`src/hw/hbp_regs.svh`:
```
/*
 Constants of the bridge bus port: bus command codes, answer codes and wait limits.
 Assumes inclusion by bare name from any design file; holds defines only.
*/
`ifndef HBP_REGS_SVH
`define HBP_REGS_SVH

// bus command codes on the command/byte-enable lines
`define HBP_CMD_IACK 4'h0
`define HBP_CMD_SPC 4'h1
`define HBP_CMD_IORD 4'h2
`define HBP_CMD_IOWR 4'h3
`define HBP_CMD_RSV4 4'h4
`define HBP_CMD_RSV5 4'h5
`define HBP_CMD_MRD 4'h6
`define HBP_CMD_MWR 4'h7
`define HBP_CMD_RSV8 4'h8
`define HBP_CMD_RSV9 4'h9
`define HBP_CMD_CFGRD 4'hA
`define HBP_CMD_CFGWR 4'hB
`define HBP_CMD_MRM 4'hC
`define HBP_CMD_DAC 4'hD
`define HBP_CMD_MRL 4'hE
`define HBP_CMD_MWI 4'hF
// command bit that marks a write
`define HBP_CMD_WR_BIT 0

// initiator answer codes
`define HBP_ST_OK 2'h0
`define HBP_ST_MABORT 2'h1
`define HBP_ST_STOP 2'h2
`define HBP_ST_REFUSED 2'h3

// data-phase wait before master abort, and before target stop
`define HBP_DEVSEL_TMO 4'h6
`define HBP_STOP_TMO 4'h8
// byte address step between data phases of a burst
`define HBP_ADDR_STEP 32'h4

`endif

```
`src/hw/hbp_pkg.sv`:
```
/*
 Types of the bridge bus port: state encodings and the buffered write word.
 Assumes no imports; users write hbp_pkg::name.
*/
package hbp_pkg;

   typedef enum logic [3:0] {
      M_IDLE = 4'h1,
      M_ADDR = 4'h2,
      M_DATA = 4'h4,
      M_TURN = 4'h8
   } hbp_mst_e;

   typedef enum logic [2:0] {
      T_IDLE = 3'h1,
      T_DATA = 3'h2,
      T_TURN = 3'h4
   } hbp_tgt_e;

   typedef struct packed {
      logic [31:0] addr;
      logic [3:0] be_n;
      logic [31:0] data;
   } hbp_word_s;

endpackage : hbp_pkg

```
`src/hw/hbp_strm_if.sv`:
```
/*
 Valid/ready stream carrier between the bus port and its write buffer.
 Assumes one source and one sink on the same clock.
*/
`timescale 1ns/1ps
interface hbp_strm_if #(parameter int W = 68);
   logic [W-1:0] data;
   logic valid;
   logic ready;
   modport src (output data, output valid, input ready);
   modport snk (input data, input valid, output ready);
endinterface : hbp_strm_if

```
`src/hw/hbp_fifo.sv`:
```
/*
 Flip-flop FIFO with valid/ready on both sides; width and depth are parameters.
 Assumes a single clock and active-low asynchronous reset.
*/
`timescale 1ns/1ps
module hbp_fifo #(
   parameter int W = 68,
   parameter int DEPTH = 8
) (
   input wire logic clk_in,
   input wire logic nrst_in,
   hbp_strm_if.snk wr,
   hbp_strm_if.src rd
);
   localparam int AW = $clog2(DEPTH);
   localparam logic [AW:0] FULL = DEPTH[AW:0];
   localparam logic [AW-1:0] LAST = AW'(DEPTH - 1);

   logic [W-1:0] mem_q [DEPTH];
   logic [AW-1:0] wp_q;
   logic [AW-1:0] rp_q;
   logic [AW:0] cnt_q;
   logic push;
   logic pop;

   assign wr.ready = (cnt_q != FULL);
   assign rd.valid = (cnt_q != '0);
   assign rd.data = mem_q[rp_q];
   assign push = wr.valid && wr.ready;
   assign pop = rd.valid && rd.ready;

   always_ff @(posedge clk_in) begin
      if (push) begin
         mem_q[wp_q] <= wr.data;
      end
   end

   always_ff @(posedge clk_in or negedge nrst_in) begin
      if (!nrst_in) begin
         wp_q <= '0;
         rp_q <= '0;
         cnt_q <= '0;
      end else begin
         if (push) begin
            wp_q <= (wp_q == LAST) ? '0 : wp_q + 1'h1;
         end
         if (pop) begin
            rp_q <= (rp_q == LAST) ? '0 : rp_q + 1'h1;
         end
         cnt_q <= cnt_q + (AW + 1)'(push) - (AW + 1)'(pop);
      end
   end
endmodule : hbp_fifo

```
`src/hw/hbp_par.sv`:
```
/*
 Even parity over a parameterised group of lines.
 Assumes purely combinational use; the caller registers the result.
*/
`timescale 1ns/1ps
module hbp_par #(
   parameter int W = 36
) (
   input wire logic [W-1:0] bits_in,
   output logic even_out
);
   assign even_out = ^bits_in;
endmodule : hbp_par

```
`src/hw/hbp_top.sv`:
```
/*
 Bus port of a host bridge: single-phase initiator and memory/aperture target.
 Assumes pin levels resolved outside from the *_OE_OUT enables; all bus input pins pass two flops.
*/
`timescale 1ns/1ps
`include "hbp_regs.svh"
module hbp_top #(
   parameter logic [31:0] DRAM_TOP = 32'h0800_0000,
   parameter logic [31:0] APER_BASE = 32'hE000_0000,
   parameter logic [31:0] APER_SIZE = 32'h0400_0000,
   parameter int FIFO_DEPTH = 8
) (
   input wire logic CLK_SYS_IN,
   input wire logic NRST_IN,
   input wire logic [31:0] AD_IN,
   output logic [31:0] AD_OUT,
   output logic AD_OE_OUT,
   input wire logic [3:0] CBE_N_IN,
   output logic [3:0] CBE_N_OUT,
   output logic CBE_OE_OUT,
   input wire logic PAR_IN,
   output logic PAR_OUT,
   output logic PAR_OE_OUT,
   input wire logic FRAME_N_IN,
   output logic FRAME_N_OUT,
   output logic FRAME_OE_OUT,
   input wire logic IRDY_N_IN,
   output logic IRDY_N_OUT,
   output logic IRDY_OE_OUT,
   input wire logic TRDY_N_IN,
   output logic TRDY_N_OUT,
   input wire logic DEVSEL_N_IN,
   output logic DEVSEL_N_OUT,
   input wire logic STOP_N_IN,
   output logic STOP_N_OUT,
   output logic TCTL_OE_OUT,
   input wire logic MI_REQ_IN,
   input wire logic [3:0] MI_CMD_IN,
   input wire logic [31:0] MI_ADDR_IN,
   input wire logic [3:0] MI_BE_N_IN,
   input wire logic [31:0] MI_WDATA_IN,
   output logic MI_BUSY_OUT,
   output logic MI_DONE_OUT,
   output logic [1:0] MI_STATUS_OUT,
   output logic [31:0] MI_RDATA_OUT,
   output logic TR_RREQ_OUT,
   output logic [31:0] TR_RADDR_OUT,
   input wire logic [31:0] TR_RDATA_IN,
   input wire logic TR_RVALID_IN,
   output logic TW_VALID_OUT,
   output logic [31:0] TW_ADDR_OUT,
   output logic [3:0] TW_BE_N_OUT,
   output logic [31:0] TW_DATA_OUT,
   input wire logic TW_READY_IN,
   output logic PAR_ERR_OUT
);
   localparam int WW = $bits(hbp_pkg::hbp_word_s);

   logic [41:0] sync1_q, sync2_q;
   logic [31:0] ad_s;
   logic [3:0] cbe_n_s;
   logic par_s, frame_n_s, irdy_n_s, trdy_n_s, devsel_n_s, stop_n_s;
   logic frame_prev_q;
   logic [1:0] own_q;
   hbp_pkg::hbp_mst_e m_state_q;
   hbp_pkg::hbp_tgt_e t_state_q;
   logic [31:0] m_addr_q, m_wdata_q, t_addr_q;
   logic [3:0] m_cmd_q, m_be_q, t_cmd_q, m_cnt_q, t_wait_q;
   logic [2:0] pipe_q;
   logic t_have_q, chk_q, calc_q, par_gen, par_chk;
   logic m_rsv, bus_idle, m_start, m_xfer, m_stop, m_abort, m_end;
   logic t_start, t_hit, t_xfer, t_fin, t_pulse, t_load, t_wr;
   hbp_pkg::hbp_word_s out_w;

   hbp_strm_if #(.W(WW)) wr_if();
   hbp_strm_if #(.W(WW)) rd_if();

   function automatic logic is_rsv(input logic [3:0] c);
      is_rsv = c inside {`HBP_CMD_RSV4, `HBP_CMD_RSV5, `HBP_CMD_RSV8, `HBP_CMD_RSV9, `HBP_CMD_DAC};
   endfunction : is_rsv

   function automatic logic is_mem(input logic [3:0] c);
      is_mem = c inside {`HBP_CMD_MRD, `HBP_CMD_MWR, `HBP_CMD_MRM, `HBP_CMD_MRL, `HBP_CMD_MWI};
   endfunction : is_mem

   // all bus inputs pass two flops before use
   always_ff @(posedge CLK_SYS_IN or negedge NRST_IN) begin
      if (!NRST_IN) begin
         sync1_q <= '1;
         sync2_q <= '1;
      end else begin
         sync1_q <= {AD_IN, CBE_N_IN, PAR_IN, FRAME_N_IN, IRDY_N_IN, TRDY_N_IN, DEVSEL_N_IN, STOP_N_IN};
         sync2_q <= sync1_q;
      end
   end
   assign {ad_s, cbe_n_s, par_s, frame_n_s, irdy_n_s, trdy_n_s, devsel_n_s, stop_n_s} = sync2_q;

   // own frame delayed to line up with the synchronised copy
   always_ff @(posedge CLK_SYS_IN or negedge NRST_IN) begin
      if (!NRST_IN) begin
         frame_prev_q <= 1'h1;
         own_q <= '0;
      end else begin
         frame_prev_q <= frame_n_s;
         own_q <= {own_q[0], FRAME_OE_OUT};
      end
   end

   // initiator
   assign m_rsv = is_rsv(MI_CMD_IN);
   assign bus_idle = frame_n_s && irdy_n_s && (t_state_q == hbp_pkg::T_IDLE) && (own_q == '0);
   assign m_start = (m_state_q == hbp_pkg::M_IDLE) && MI_REQ_IN && !MI_DONE_OUT && !m_rsv && bus_idle;
   assign m_xfer = (m_state_q == hbp_pkg::M_DATA) && !irdy_n_s && !trdy_n_s;
   assign m_stop = (m_state_q == hbp_pkg::M_DATA) && !m_xfer && !stop_n_s;
   assign m_abort = (m_state_q == hbp_pkg::M_DATA) && devsel_n_s && (m_cnt_q == `HBP_DEVSEL_TMO);
   assign m_end = m_xfer || m_stop || m_abort;

   always_ff @(posedge CLK_SYS_IN or negedge NRST_IN) begin
      if (!NRST_IN) begin
         m_state_q <= hbp_pkg::M_IDLE;
      end else begin
         unique case (m_state_q)
            hbp_pkg::M_IDLE: if (m_start) m_state_q <= hbp_pkg::M_ADDR;
            hbp_pkg::M_ADDR: m_state_q <= hbp_pkg::M_DATA;
            hbp_pkg::M_DATA: if (m_end) m_state_q <= hbp_pkg::M_TURN;
            hbp_pkg::M_TURN: m_state_q <= hbp_pkg::M_IDLE;
         endcase
      end
   end

   always_ff @(posedge CLK_SYS_IN or negedge NRST_IN) begin
      if (!NRST_IN) begin
         m_addr_q <= '0;
         m_wdata_q <= '0;
         m_cmd_q <= '0;
         m_be_q <= '1;
         m_cnt_q <= '0;
      end else begin
         if (m_start) begin
            m_addr_q <= MI_ADDR_IN;
            m_wdata_q <= MI_WDATA_IN;
            m_cmd_q <= MI_CMD_IN;
            m_be_q <= MI_BE_N_IN;
         end
         if (m_state_q == hbp_pkg::M_ADDR) begin
            m_cnt_q <= '0;
         end else if ((m_state_q == hbp_pkg::M_DATA) && (m_cnt_q != `HBP_DEVSEL_TMO)) begin
            m_cnt_q <= m_cnt_q + 4'h1;
         end
      end
   end

   // frame, initiator ready and command/enables
   always_ff @(posedge CLK_SYS_IN or negedge NRST_IN) begin
      if (!NRST_IN) begin
         FRAME_N_OUT <= 1'h1;
         FRAME_OE_OUT <= 1'h0;
         IRDY_N_OUT <= 1'h1;
         IRDY_OE_OUT <= 1'h0;
         CBE_N_OUT <= '1;
         CBE_OE_OUT <= 1'h0;
      end else begin
         unique case (m_state_q)
            hbp_pkg::M_IDLE: if (m_start) begin
               FRAME_N_OUT <= 1'h0;
               FRAME_OE_OUT <= 1'h1;
               IRDY_N_OUT <= 1'h1;
               IRDY_OE_OUT <= 1'h1;
               CBE_N_OUT <= MI_CMD_IN;
               CBE_OE_OUT <= 1'h1;
            end
            hbp_pkg::M_ADDR: begin
               FRAME_N_OUT <= 1'h1;
               IRDY_N_OUT <= 1'h0;
               CBE_N_OUT <= m_be_q;
            end
            hbp_pkg::M_DATA: if (m_end) begin
               IRDY_N_OUT <= 1'h1;
               CBE_OE_OUT <= 1'h0;
            end
            hbp_pkg::M_TURN: begin
               FRAME_OE_OUT <= 1'h0;
               IRDY_OE_OUT <= 1'h0;
            end
         endcase
      end
   end

   // answers to the local initiator user
   always_ff @(posedge CLK_SYS_IN or negedge NRST_IN) begin
      if (!NRST_IN) begin
         MI_DONE_OUT <= 1'h0;
         MI_STATUS_OUT <= `HBP_ST_OK;
         MI_RDATA_OUT <= '0;
         MI_BUSY_OUT <= 1'h0;
      end else begin
         MI_BUSY_OUT <= m_start || (m_state_q == hbp_pkg::M_ADDR) || (m_state_q == hbp_pkg::M_DATA);
         MI_DONE_OUT <= m_end || ((m_state_q == hbp_pkg::M_IDLE) && MI_REQ_IN && !MI_DONE_OUT && m_rsv);
         if ((m_state_q == hbp_pkg::M_IDLE) && MI_REQ_IN && !MI_DONE_OUT && m_rsv) begin
            MI_STATUS_OUT <= `HBP_ST_REFUSED;
         end else if (m_xfer) begin
            MI_STATUS_OUT <= `HBP_ST_OK;
         end else if (m_stop) begin
            MI_STATUS_OUT <= `HBP_ST_STOP;
         end else if (m_abort) begin
            MI_STATUS_OUT <= `HBP_ST_MABORT;
         end
         if (m_xfer && !m_cmd_q[`HBP_CMD_WR_BIT]) begin
            MI_RDATA_OUT <= ad_s;
         end
      end
   end

   // target
   assign t_hit = is_mem(cbe_n_s) && ((ad_s < DRAM_TOP) ||
                  ((ad_s >= APER_BASE) && ((ad_s - APER_BASE) < APER_SIZE)));
   assign t_start = (t_state_q == hbp_pkg::T_IDLE) && (m_state_q == hbp_pkg::M_IDLE) &&
                    !frame_n_s && frame_prev_q && (own_q == '0);
   assign t_wr = t_cmd_q[`HBP_CMD_WR_BIT];
   assign t_xfer = (t_state_q == hbp_pkg::T_DATA) && pipe_q[2] && !irdy_n_s && !trdy_n_s;
   assign t_fin = (t_state_q == hbp_pkg::T_DATA) && frame_n_s && (t_xfer || !STOP_N_OUT);
   assign t_pulse = (t_state_q == hbp_pkg::T_DATA) && (pipe_q == '0) && TRDY_N_OUT && STOP_N_OUT &&
                    (t_wr ? wr_if.ready : t_have_q);
   assign t_load = (t_state_q == hbp_pkg::T_DATA) && !t_wr && !t_have_q && TR_RVALID_IN;

   always_ff @(posedge CLK_SYS_IN or negedge NRST_IN) begin
      if (!NRST_IN) begin
         t_state_q <= hbp_pkg::T_IDLE;
      end else begin
         unique case (t_state_q)
            hbp_pkg::T_IDLE: if (t_start && t_hit) t_state_q <= hbp_pkg::T_DATA;
            hbp_pkg::T_DATA: if (t_fin) t_state_q <= hbp_pkg::T_TURN;
            hbp_pkg::T_TURN: t_state_q <= hbp_pkg::T_IDLE;
         endcase
      end
   end

   always_ff @(posedge CLK_SYS_IN or negedge NRST_IN) begin
      if (!NRST_IN) begin
         t_addr_q <= '0;
         t_cmd_q <= '0;
         t_have_q <= 1'h0;
         TR_RREQ_OUT <= 1'h0;
      end else begin
         if (t_start) begin
            t_addr_q <= ad_s;
            t_cmd_q <= cbe_n_s;
         end else if (t_xfer) begin
            t_addr_q <= t_addr_q + `HBP_ADDR_STEP;
         end
         TR_RREQ_OUT <= (t_start && t_hit && !cbe_n_s[`HBP_CMD_WR_BIT]) || (t_xfer && !t_wr && !frame_n_s);
         if (t_load) begin
            t_have_q <= 1'h1;
         end else if (t_xfer || (t_state_q != hbp_pkg::T_DATA)) begin
            t_have_q <= 1'h0;
         end
      end
   end
   assign TR_RADDR_OUT = t_addr_q;

   // device select, one-cycle target ready pulses, stop
   always_ff @(posedge CLK_SYS_IN or negedge NRST_IN) begin
      if (!NRST_IN) begin
         DEVSEL_N_OUT <= 1'h1;
         TRDY_N_OUT <= 1'h1;
         STOP_N_OUT <= 1'h1;
         TCTL_OE_OUT <= 1'h0;
         pipe_q <= '0;
         t_wait_q <= '0;
      end else begin
         pipe_q <= {pipe_q[1:0], t_pulse};
         unique case (t_state_q)
            hbp_pkg::T_IDLE: begin
               t_wait_q <= '0;
               if (t_start && t_hit) begin
                  DEVSEL_N_OUT <= 1'h0;
                  TCTL_OE_OUT <= 1'h1;
               end
            end
            hbp_pkg::T_DATA: begin
               TRDY_N_OUT <= !t_pulse || t_fin;
               if (t_pulse || t_xfer) begin
                  t_wait_q <= '0;
               end else if (t_wait_q != `HBP_STOP_TMO) begin
                  t_wait_q <= t_wait_q + 4'h1;
               end
               if (t_wait_q == `HBP_STOP_TMO) begin
                  STOP_N_OUT <= 1'h0;
               end
               if (t_fin) begin
                  DEVSEL_N_OUT <= 1'h1;
                  STOP_N_OUT <= 1'h1;
               end
            end
            hbp_pkg::T_TURN: TCTL_OE_OUT <= 1'h0;
         endcase
      end
   end

   // address/data lines shared by both roles
   always_ff @(posedge CLK_SYS_IN or negedge NRST_IN) begin
      if (!NRST_IN) begin
         AD_OUT <= '0;
         AD_OE_OUT <= 1'h0;
      end else if (m_start) begin
         AD_OUT <= MI_ADDR_IN;
         AD_OE_OUT <= 1'h1;
      end else if (m_state_q == hbp_pkg::M_ADDR) begin
         AD_OUT <= m_wdata_q;
         AD_OE_OUT <= m_cmd_q[`HBP_CMD_WR_BIT];
      end else if (m_end || (t_state_q == hbp_pkg::T_TURN) || t_fin) begin
         AD_OE_OUT <= 1'h0;
      end else if (t_load) begin
         AD_OUT <= TR_RDATA_IN;
         AD_OE_OUT <= 1'h1;
      end
   end

   hbp_par #(.W(36)) u_par_gen (
      .bits_in({AD_OUT, CBE_OE_OUT ? CBE_N_OUT : cbe_n_s}),
      .even_out(par_gen)
   );
   hbp_par #(.W(36)) u_par_chk (
      .bits_in({ad_s, cbe_n_s}),
      .even_out(par_chk)
   );

   // parity one clock behind the lines it covers; check on buffered writes
   always_ff @(posedge CLK_SYS_IN or negedge NRST_IN) begin
      if (!NRST_IN) begin
         PAR_OUT <= 1'h0;
         PAR_OE_OUT <= 1'h0;
         chk_q <= 1'h0;
         calc_q <= 1'h0;
         PAR_ERR_OUT <= 1'h0;
      end else begin
         PAR_OUT <= par_gen;
         PAR_OE_OUT <= AD_OE_OUT;
         chk_q <= t_xfer && t_wr;
         calc_q <= par_chk;
         PAR_ERR_OUT <= chk_q && (par_s != calc_q);
      end
   end

   // write words: bus -> fifo -> output register
   assign wr_if.valid = t_xfer && t_wr;
   assign wr_if.data = {t_addr_q, cbe_n_s, ad_s};
   assign rd_if.ready = !TW_VALID_OUT || TW_READY_IN;
   assign out_w = rd_if.data;

   hbp_fifo #(.W(WW), .DEPTH(FIFO_DEPTH)) u_fifo (
      .clk_in(CLK_SYS_IN),
      .nrst_in(NRST_IN),
      .wr(wr_if),
      .rd(rd_if)
   );

   always_ff @(posedge CLK_SYS_IN or negedge NRST_IN) begin
      if (!NRST_IN) begin
         TW_VALID_OUT <= 1'h0;
         TW_ADDR_OUT <= '0;
         TW_BE_N_OUT <= '1;
         TW_DATA_OUT <= '0;
      end else if (rd_if.ready) begin
         TW_VALID_OUT <= rd_if.valid;
         if (rd_if.valid) begin
            TW_ADDR_OUT <= out_w.addr;
            TW_BE_N_OUT <= out_w.be_n;
            TW_DATA_OUT <= out_w.data;
         end
      end
   end
endmodule : hbp_top

```
`config.mk`:
```
export PLATFORM = sky130hd
export DESIGN_NAME = hbp_top
export DESIGN_NICKNAME = d
export VERILOG_FILES = /design/src/hw/hbp_pkg.sv /design/src/hw/hbp_strm_if.sv /design/src/hw/hbp_fifo.sv /design/src/hw/hbp_par.sv /design/src/hw/hbp_top.sv
export VERILOG_INCLUDE_DIRS = /design/src /design/src/hw
export SDC_FILE = /design/constraint.sdc
export NUM_CORES = 1
export LEC_CHECK = 0
export BUFFER_PORTS_ARGS = -buffer_cell sky130_fd_sc_hd__buf_2
export CORE_ASPECT_RATIO = 1.5
export CORE_UTILIZATION = 59
export DETAILED_ROUTE_END_ITERATION = 10
export MAX_ROUTING_LAYER = met4
export PLACE_DENSITY = 0.86
export SETUP_SLACK_MARGIN = 0.1
export SLEW_MARGIN = 15
export SYNTH_ARGS = -nofsm -noshare
export SYNTH_HDL_FRONTEND = slang
export SYNTH_HIERARCHICAL = 1
export SYNTH_SLANG_ARGS = --single-unit
```
`constraint.sdc`:
```
create_clock -name CLK_SYS_IN -period 9.35 [get_ports CLK_SYS_IN]
set_input_delay 0.935 -clock CLK_SYS_IN [delete_from_list [all_inputs] [get_ports CLK_SYS_IN]]
set_output_delay 0.935 -clock CLK_SYS_IN [all_outputs]
set_load 0.1 [all_outputs]
```
# ---- Yosys cells after proc, flatten, opt, wreduce, memory -nomap -nowiden
# Memories as Yosys holds them, arrays and structs flattened. A register that Yosys moved wholly into a read port is not among the register bits.
# Index checks and enable logic that the tools add are counted.
dict set report word_totals {
  inputBits 151
  mem_bits_rw 544
  memories 1
  ff_bits 274
}
dict set report op_classes {
  n_eq_ne 32
  n_lt_le_gt_ge 3
  muxes 50
  addsub 8
  n_reduce_logical 103
}
# memory words word_bits rd rd_ports_with_merged_regs write_ports line_no
set memory_table {}
lappend memory_table {u_fifo.mem_q 8 68 1 1 1 hbp_fifo.sv:19} ;# logic [W-1:0] mem_q [DEPTH];
# operator n
set ops {}
lappend ops {{two-way mux 32 bit} 6}
lappend ops {{XOR reduction 36 bit} 2}
lappend ops {{logical AND 1 bit} 42}
lappend ops {{adder 32 x 3 -> 32 bit, second input constant} 1}
lappend ops {{equality test 4 bit, second input constant} 8}
lappend ops {{>= comparator 32 bit, second input constant} 1}
lappend ops {{< comparator 32 x 27 -> 1 bit, second input constant} 1}
lappend ops {{< comparator 32 x 28 -> 1 bit, second input constant} 1}
lappend ops {{two-way mux 4 bit} 8}
lappend ops {{subtractor 32 bit, second input constant} 1}
lappend ops {{equality test 4 x 3 -> 1 bit, second input constant} 6}
lappend ops {{two-way mux 1 bit} 18}
lappend ops {{AND reduction 2 bit} 9}
lappend ops {{nonzero test 2 bit} 9}
lappend ops {{case mux 4 bit (2 select lines)} 2}
lappend ops {{case mux 4 bit (4 select lines)} 1}
lappend ops {{logical NOT 1 bit} 15}
lappend ops {{logical OR 1 bit} 14}
lappend ops {{two-way mux 3 bit} 4}
lappend ops {{nonzero test 4 bit} 3}
lappend ops {{case mux 1 bit (2 select lines)} 5}
lappend ops {{nonzero test 5 bit} 2}
lappend ops {{equality test 3 bit, second input constant} 3}
lappend ops {{case mux 3 bit (3 select lines)} 1}
lappend ops {{22 further kinds} 33}

# ---- Longest topological paths before layout
# Gate-level depths: netlist (run 1).
dict set report logic_depth {
  depth_word 13
  mapped_depth 11
  ltp_nobuf 11
}

# ---- Modules after synthesis
# The synthesis (run 1) kept the hierarchy.
# module n_inst area_each_um2 cells_per_inst
set by_module_without_submodules {}
lappend by_module_without_submodules {hbp_fifo 1 21038.9 844}
lappend by_module_without_submodules {hbp_top 1 13681.9 1111}
lappend by_module_without_submodules {hbp_par 2 311.5 34}

# ---- Worst setup path after synthesis (run 1)
# Ideal clock, no wire load.
dict set report synth_timing {
  kind {reg2reg}
  startpoint {register t_state_q[2]}
  endpoint {memory u_fifo.mem_q[0][0], enable pin}
  n_path_buf 0
  stages_incl_launch_ff 5
  path_slack_ns 0.895
  t_arrival_ns 7.794
  path_cell_list {dfrtp_1 nor3b_1 and3_1 nand2_1 nor4_1}
}
dict set report synth_between {
  elab_chain_len 8
}
# item line_no
set synth_lines {}
lappend synth_lines {{from (decl)} hbp_top.sv:66} ;# hbp_pkg::hbp_tgt_e t_state_q;
lappend synth_lines {{from (signal assigned)} hbp_top.sv:228} ;# t_state_q <= hbp_pkg::T_IDLE;
lappend synth_lines {{from (signal assigned)} hbp_top.sv:231} ;# hbp_pkg::T_IDLE: if (t_start && t_hit) t_state_q <= hbp_pkg::T_DATA;
lappend synth_lines {{from (signal assigned)} hbp_top.sv:232} ;# hbp_pkg::T_DATA: if (t_fin) t_state_q <= hbp_pkg::T_TURN;
lappend synth_lines {{equality test 3 x 2 -> 1 bit} hbp_top.sv:220} ;# assign t_xfer = (t_state_q == hbp_pkg::T_DATA) && pipe_q[2] && !irdy_n_s && !trdy_n_s;
lappend synth_lines {{logical AND 1 bit (3 in a row)} hbp_top.sv:220}
lappend synth_lines {{logical AND 1 bit} hbp_top.sv:346} ;# assign wr_if.valid = t_xfer && t_wr;
lappend synth_lines {{via wr_if.valid} hbp_strm_if.sv:8} ;# logic valid;
lappend synth_lines {{logical AND 1 bit} hbp_fifo.sv:29} ;# assign push = wr.valid && wr.ready;
lappend synth_lines {{two-way mux 1 bit} hbp_fifo.sv:33} ;# if (push) begin
lappend synth_lines {{two-way mux 1 bit (not written as such)} hbp_fifo.sv:34} ;# mem_q[wp_q] <= wr.data;
lappend synth_lines {{to (decl)} hbp_fifo.sv:19}
# The timed path passes the listed nets, and every way through them passes these cells.

==> flow_metrics.py, run 1 <==
metrics = {
    "timing": {
        "fmax_mhz": 274,
        "finalHoldViolCount": 0,
        "timing.final.crit_period_ns": 3.65,
        "min_period_over_period": 0.391,
        "grt_setup_unrepaired": "no",
        "tightest_slew_ns": 1.21,
        "setup_violations": 0,
        "holdWs_ns": 0.275,
        "fin_tns_setup_ns": 0,
        "setup_ws_ns": 5.70,
        "clock_skew_ns": 0.0359,
        "report.final.slew_viol_count": 0,
        "timing.slew.headroom": 0.194,
    },
    "yosys": {
        "synth_cell_types": 67,
        "synthTopCellsByArea": "edfxtp_1 46%, dfrtp_1 17%, mux4_2 8.7%",
        "yosysMostFrequentCell": "edfxtp_1",
        "async_reset_ff_frac": 0.386,
        "synth_flop_cell": "edfxtp_1",
        "syn-cell-area_um2": 35300,
        "yosysWarningCount": 6,
        "synth_edf_count": 544,
        "synth.avg_cell_area_um2": 17.5,
        "syn-instance-count": 2023,
        "syn_nets": 2191,
        "ys_ff_latch": 886,
        "synth_top_area_frac": 0.462,
        "synth_common_cells": "544 x edfxtp_1, 283 x nand2_1, 238 x dfrtp_1",
        "yosys.area.top_type": "edfxtp_1",
        "yosysSeqAreaShare": 0.708,
    },
    "power": {
        "totalPowerFinal_mw": 13.9,
        "power.leakage_nw": 15.5,
        "power_density_nw_per_um2": 343,
        "ir_drop_v": 0.000441,
    },
    "floorplan": {
        "std_cell_rows": 109,
        "fp.dieH_um": 302,
        "start_util": 0.599,
        "die_w_um": 202,
        "io-pin-count": 338,
        "core_area_um2": 59100,
        "die_area_um2": 60900,
    },
    "outcome": {
        "outcome": "complete, no violations",
    },
    "route": {
        "drtIter0Drc": 1486,
        "wire_per_inst_um": 26.5,
        "top_layer_used": "met4",
        "ant_nets": 0,
        "wl_met1_mm": 30.2,
        "drc": 0,
        "dr_wl_met3_mm": 7.12,
        "vias": 19700,
        "met2WireLength_mm": 44.9,
        "vias_per_cell": 6.10,
        "wirelength_mm": 85.5,
        "first_pass_iters": 5,
    },
    "cts": {
        "clock_latency_ns": 0.64,
        "htree_num_levels": 3,
        "cts_tree": "done",
        "cts.sinks": 886,
        "post-cts-setup-buffers": 0,
        "cts.clk_slew.worst_paths_ns": 0.06,
        "cts_hold_buf": 0,
        "cts_buffers": 80,
        "clockBufferDepth": 3,
        "ctsResizeCount": 0,
        "root_buffer": "clkbuf_16",
    },
    "global_routing": {
        "grt_pass1_vias": 20900,
        "overflow": 0,
        "track_usage": 0.296,
        "antenna_found_initial": 2,
        "grt_pass1_wl_mm": 128,
        "grt_max_degree": 85,
    },
    "worst_setup_path": {
        "startpoint_type": "flop",
        "worst-path-max-fanout": 42,
        "worstSetupEndpointType": "flop",
        "crit_start": "u_fifo/rp_q[0]$_DFFE_PN0P_",
        "timing.rr.start": "u_fifo/rp_q[0]$_DFFE_PN0P_",
        "r2r_setup_slack_ns": 5.70,
        "crit_path_end": "TW_ADDR_OUT[12]$_DFFE_PN0P_",
        "worstSetupPathType": "flop to flop",
        "reg2reg_to": "TW_ADDR_OUT[12]$_DFFE_PN0P_",
        "critPathArrivalTime_ns": 4.16,
        "cp.required_ns": 9.86,
        "rr_worst_depth": 5,
    },
    "placed_design": {
        "port-buffer-count": 337,
        "place_area_um2": 37800,
        "place.detailed.instances": 3079,
        "gp_congestion": 0.846,
        "place_ws_ns": 5.59,
        "place_hpwl_mm": 51.9,
    },
    "final_layout": {
        "final_area_um2": 40600,
        "drive_gt1_frac": 0.412,
        "fillers": 3688,
        "areaGrowthSynthToFinish_pct": 14.9,
        "final_nets": 2553,
        "final_cells": 3231,
        "fin_util": 0.688,
    },
    "job": {
        "maxCapViolations": 0,
    },
    "hold_path": {
        "hp-class": "input pin to asynchronous set/reset pin",
    },
}
-- final cells by class --
| type | instances | area [um2] | share of cell area |
|---|---|---|---|
| clock inverters | 42 | 524 | 0.0129 |
| well taps | 777 | 972 | 0.0239 |
| repair buffers | 372 | 1970 | 0.0486 |
| clock buffers | 106 | 2230 | 0.0549 |
| multi-input cells | 1027 | 9800 | 0.241 |
| inverters | 18 | 67.6 | 0.00166 |
| flip-flops and latches | 886 | 25000 | 0.617 |
| diodes | 3 | 7.51 | 0.000185 |
-- worst min-delay path by stage --
| stage | end | start |
|---|---|---|
| 4_1_cts | AD_OUT[29]$_DFFE_PN0P_ | NRST_IN |
| 3_3_place_gp | sync2_q[6]$_DFF_PN1_ | sync1_q[6]$_DFF_PN1_ |
| 3_5_place_dp | sync2_q[8]$_DFF_PN1_ | sync1_q[8]$_DFF_PN1_ |
| 2_1_floorplan | sync2_q[0]$_DFF_PN1_ | sync1_q[0]$_DFF_PN1_ |
| 5_1_grt | m_wdata_q[16]$_DFFE_PN0P_ | NRST_IN |
| 6_report | m_wdata_q[16]$_DFFE_PN0P_ | NRST_IN |
-- cell families after synthesis --
logic type / count (synthesis) / share of synthesized area
flip-flops: 886 / 0.708
AND/OR/NAND/NOR: 440 / 0.0569
multiplexers: 379 / 0.171
AO/OA/AOI/OAI: 112 / 0.0206
buffers and inverters: 110 / 0.0173
XOR/XNOR: 79 / 0.0204
adder cells (fa/ha/maj): 17 / 0.00623
-- metal layers --
layer	vias to the layer above	global-route usage
li1	8367	-
met3	180	0.0544
met5	-	-
met2	1075	0.508
met4	0	0.122
met1	10100	0.343
-- cell usage in the layout (no fill, tap or decap), drive strengths merged, types with 23 or more instances in the layout --
master  instances
dfrtp         238
buf           372
mux2          242
dfstp         104
mux4          136
xnor2          61
nor2           39
edfxtp        544
o21ai          36
clkbuf        106
nand2         283
nand3          23
-- worst max-delay path: stages (launching register included) --
cell and delay, ns:
dfrtp_4 0.78, buf_4 0.70, buf_4 0.79, mux4_2 0.63, mux2_2 0.30, mux2_2 0.27
-- sequential cells by signal (all words and copies together) (netlist names), 3 cells and up --
signal / flops
u_fifo/mem_q: 544
m_state_q: 4
pipe_q: 3
TW_DATA_OUT: 32
u_fifo/rp_q: 3
u_fifo/cnt_q: 4
MI_RDATA_OUT: 32
t_state_q: 3
TW_ADDR_OUT: 32
m_be_q: 4
m_cnt_q: 4
u_fifo/wp_q: 3
t_wait_q: 4
TW_BE_N_OUT: 4
sync1_q: 42
TR_RADDR_OUT: 32
AD_OUT: 32
m_wdata_q: 32
sync2_q: 42
CBE_N_OUT: 4
-- power breakdown --
part           leakage [nW]  internal (mW)  switching (mW)
combinational          5.35           1.77            3.67
sequential             8.84           4.58           0.482
clock                  1.32           1.99            1.43
(Power assumes the default switching activity.)
==> run 2, diff against run 1 <==
- ABC_AREA: unset -> 1
- CORE_UTILIZATION: 59 -> 60
- PLACE_DENSITY: 0.86 -> 0.87
- clock period: 9.35 -> 3.7 ns (I/O delays scaled with it)
==> flow_metrics.py, run 2 <==
metrics = {
    "worst_setup_path": {
        "cp_slowest_cell": "nor3_4",
        "timing.rr.start": "t_state_q[2]$_DFFE_PN0P_",
        "cp.required_ns": 4.22,
        "reg2reg_to": "u_fifo/cnt_q[2]$_DFF_PN0_",
        "crit_chain": "nor3_4 -> nand2_4 -> nor2_2 -> nand2_2 -> ha_1 -> inv_1 -> ha_1 -> fa_1 -> xor2_1",
        "worstSetupPathType": "flop to flop",
        "critPathBufInv": 1,
        "worst-path-max-fanout": 18,
        "rr_worst_depth": 9,
        "critPathArrivalTime_ns": 3.50,
        "cp_common_cell": "ha_1",
        "path_delay_family": "simple AND/OR/NAND/NOR gates",
        "max_stage_delay_ns": 0.42,
        "worstSetupEndpointType": "flop",
        "startpoint_type": "flop",
        "r2r_setup_slack_ns": 0.72,
    },
    "route": {
        "drtIter0Drc": 3385,
        "top_layer_used": "met4",
        "met2WireLength_mm": 52.3,
        "wirelength_mm": 104,
        "vias_per_cell": 5.50,
        "wl_met1_mm": 35.6,
        "first_pass_iters": 6,
        "dr_wl_met3_mm": 9.56,
        "vias": 30100,
        "wire_per_inst_um": 18.9,
        "ant_nets": 0,
        "drc": 0,
    },
    "floorplan": {
        "fp.dieH_um": 316,
        "core_area_um2": 64800,
        "io-pin-count": 338,
        "start_util": 0.611,
        "die_w_um": 212,
        "std_cell_rows": 114,
        "die_area_um2": 67000,
    },
    "power": {
        "power_density_nw_per_um2": 839,
        "totalPowerFinal_mw": 38.4,
        "power.leakage_nw": 22.2,
        "ir_drop_v": 0.000835,
    },
    "yosys": {
        "synth_common_cells": "1506 x nand2_1, 783 x inv_1, 544 x edfxtp_1",
        "syn_nets": 4322,
        "yosys.area.top_type": "edfxtp_1",
        "async_reset_ff_frac": 0.386,
        "syn-cell-area_um2": 39600,
        "synth_cell_types": 48,
        "yosysWarningCount": 6,
        "synth_flop_cell": "edfxtp_1",
        "ys_ff_latch": 886,
        "syn-instance-count": 4154,
        "synth_edf_count": 544,
        "synth_top_area_frac": 0.413,
        "synthTopCellsByArea": "edfxtp_1 41%, dfrtp_1 15%, nand2_1 14%",
        "yosysSeqAreaShare": 0.633,
        "yosysMostFrequentCell": "nand2_1",
        "synth.avg_cell_area_um2": 9.52,
    },
    "timing": {
        "report.final.slew_viol_count": 0,
        "timing.slew.headroom": 0.250,
        "grt_setup_unrepaired": "no",
        "setup_ws_ns": 0.719,
        "fin_tns_setup_ns": 0,
        "min_period_over_period": 0.806,
        "clock_skew_ns": 0.0339,
        "finalHoldViolCount": 0,
        "timing.final.crit_period_ns": 2.98,
        "tightest_slew_ns": 1.13,
        "fmax_mhz": 335,
        "setup_violations": 0,
    },
    "cts": {
        "clockBufferDepth": 3,
        "cts.clk_slew.worst_paths_ns": 0.07,
        "cts.sinks": 886,
        "post-cts-setup-buffers": 0,
        "cts_tree": "done",
        "cts_buffers": 80,
        "htree_num_levels": 3,
        "root_buffer": "clkbuf_16",
        "clock_latency_ns": 0.67,
    },
    "global_routing": {
        "grt_pass1_vias": 30400,
        "grt_max_degree": 170,
        "track_usage": 0.326,
        "overflow": 0,
        "antenna_found_initial": 0,
        "grt_pass1_wl_mm": 161,
    },
    "final_layout": {
        "regMostFlops": "u_fifo/mem_q",
        "drive_gt1_frac": 0.167,
        "final_nets": 4711,
        "layout_commonest_cell": "nand2_1",
        "top_regs": "u_fifo/mem_q (544), sync1_q (42), sync2_q (42)",
        "largest_reg_flops": 544,
        "areaGrowthSynthToFinish_pct": 15.7,
        "final_cell_mix": "1504 x nand2_1, 783 x inv_1, 544 x edfxtp_1, 336 x buf_2, 314 x nand3_1",
    },
    "outcome": {
        "outcome": "complete, no violations",
    },
    "placed_design": {
        "place_hpwl_mm": 63.1,
        "place_ws_ns": 0.767,
        "gp_congestion": 0.985,
        "port-buffer-count": 337,
    },
    "hold_path": {
        "hp-start": "MI_ADDR_IN[14]",
        "hold_depth": 5,
        "holdPathEnd": "AD_OUT[14]$_DFFE_PN0P_",
        "hp-class": "input pin to flop",
    },
    "job": {
        "maxCapViolations": 0,
    },
}
## run 2: changes by cell type in the layout (fill, tap and decap cells not counted), sizes merged, moves of 122 or more
cell,previous run,this run
inv,22,800
mux2,242,72
mux4,136,0
nand2,283,1512
nand3,23,319
o21ai,36,158
## run 2: timing repair
item / CTS / global route
hold endpoints to repair: 156 / 0
setup endpoints to repair: 0 / 0
hold buffers: 81 / 0
resized for setup: 0 / 0
## run 2: power breakdown
group	switching (mW)	leakage (nW)	total [mW]	internal, mW
Sequential	1.07	9.20	12.8	11.8
Clock	3.70	1.36	8.68	4.98
Combinational	13.1	11.6	16.9	3.80
## run 2: metrics by stage
step / hold WS [ns] / cells / area [um2] / util
after global routing: 0.0237 / 5478 / 45700 / 0.706
after global placement: 0.346 / 5250 / 42200 / 0.651
after CTS: 0.00436 / 5478 / 45700 / 0.706
after floorplan: 0.0744 / 4154 / 39700 / -
after detailed placement: 0.347 / 5250 / 42200 / 0.651
final: 0.0181 / 5479 / 45800 / 0.707
## run 2: worst min-delay path: stages
cell and delay, ns:
buf_2 0.07, nand2_1 0.04, nand2_1 0.06, nand2_1 0.06, o21ai_2 0.04
## run 2: area by class of cell
| cell class | instances | area, um2 |
|---|---|---|
| Fill cell | 4219 | 19000 |
| Clock buffer | 108 | 2270 |
| Timing Repair Buffer | 464 | 3040 |
| Clock inverter | 39 | 484 |
| Antenna cell | 1 | 2.50 |
| Sequential cell | 886 | 25000 |
| Tap cell | 870 | 1090 |
| Multi-Input combinational cell | 2316 | 10800 |
| Inverter | 795 | 3000 |
## run 2: worst max path at each step
stage                             startpoint                            to  slack [ns]  cells after the start
finish              t_state_q[2]$_DFFE_PN0P_     u_fifo/cnt_q[2]$_DFF_PN0_        0.72                      9
global route        t_state_q[2]$_DFFE_PN0P_     u_fifo/cnt_q[2]$_DFF_PN0_        0.54                      9
CTS                 t_state_q[2]$_DFFE_PN0P_     u_fifo/cnt_q[2]$_DFF_PN0_        0.76                      9
detailed placement  t_state_q[2]$_DFFE_PN0P_     u_fifo/cnt_q[2]$_DFF_PN0_        0.77                      9
global placement    t_state_q[2]$_DFFE_PN0P_     u_fifo/cnt_q[2]$_DFF_PN0_        0.82                      9
floorplan           t_state_q[2]$_DFFE_PN0P_  u_fifo/mem_q[1][0]$_DFFE_PP_        0.14                      7
## run 2: layer usage
layer	track usage	up-vias
met2	0.547	1802
met5	-	-
met1	0.365	14300
met3	0.0611	374
li1	-	13700
met4	0.184	0
## run 2: cells by family after synthesis
kind of cell | Yosys count | share of synthesized area
flops | 886 | 0.633
buf+inv | 952 | 0.0962
mux | 72 | 0.0205
compound gates | 207 | 0.0321
xor+xnor | 52 | 0.0119
fa+ha+maj | 17 | 0.00557
simple gates | 1968 | 0.201
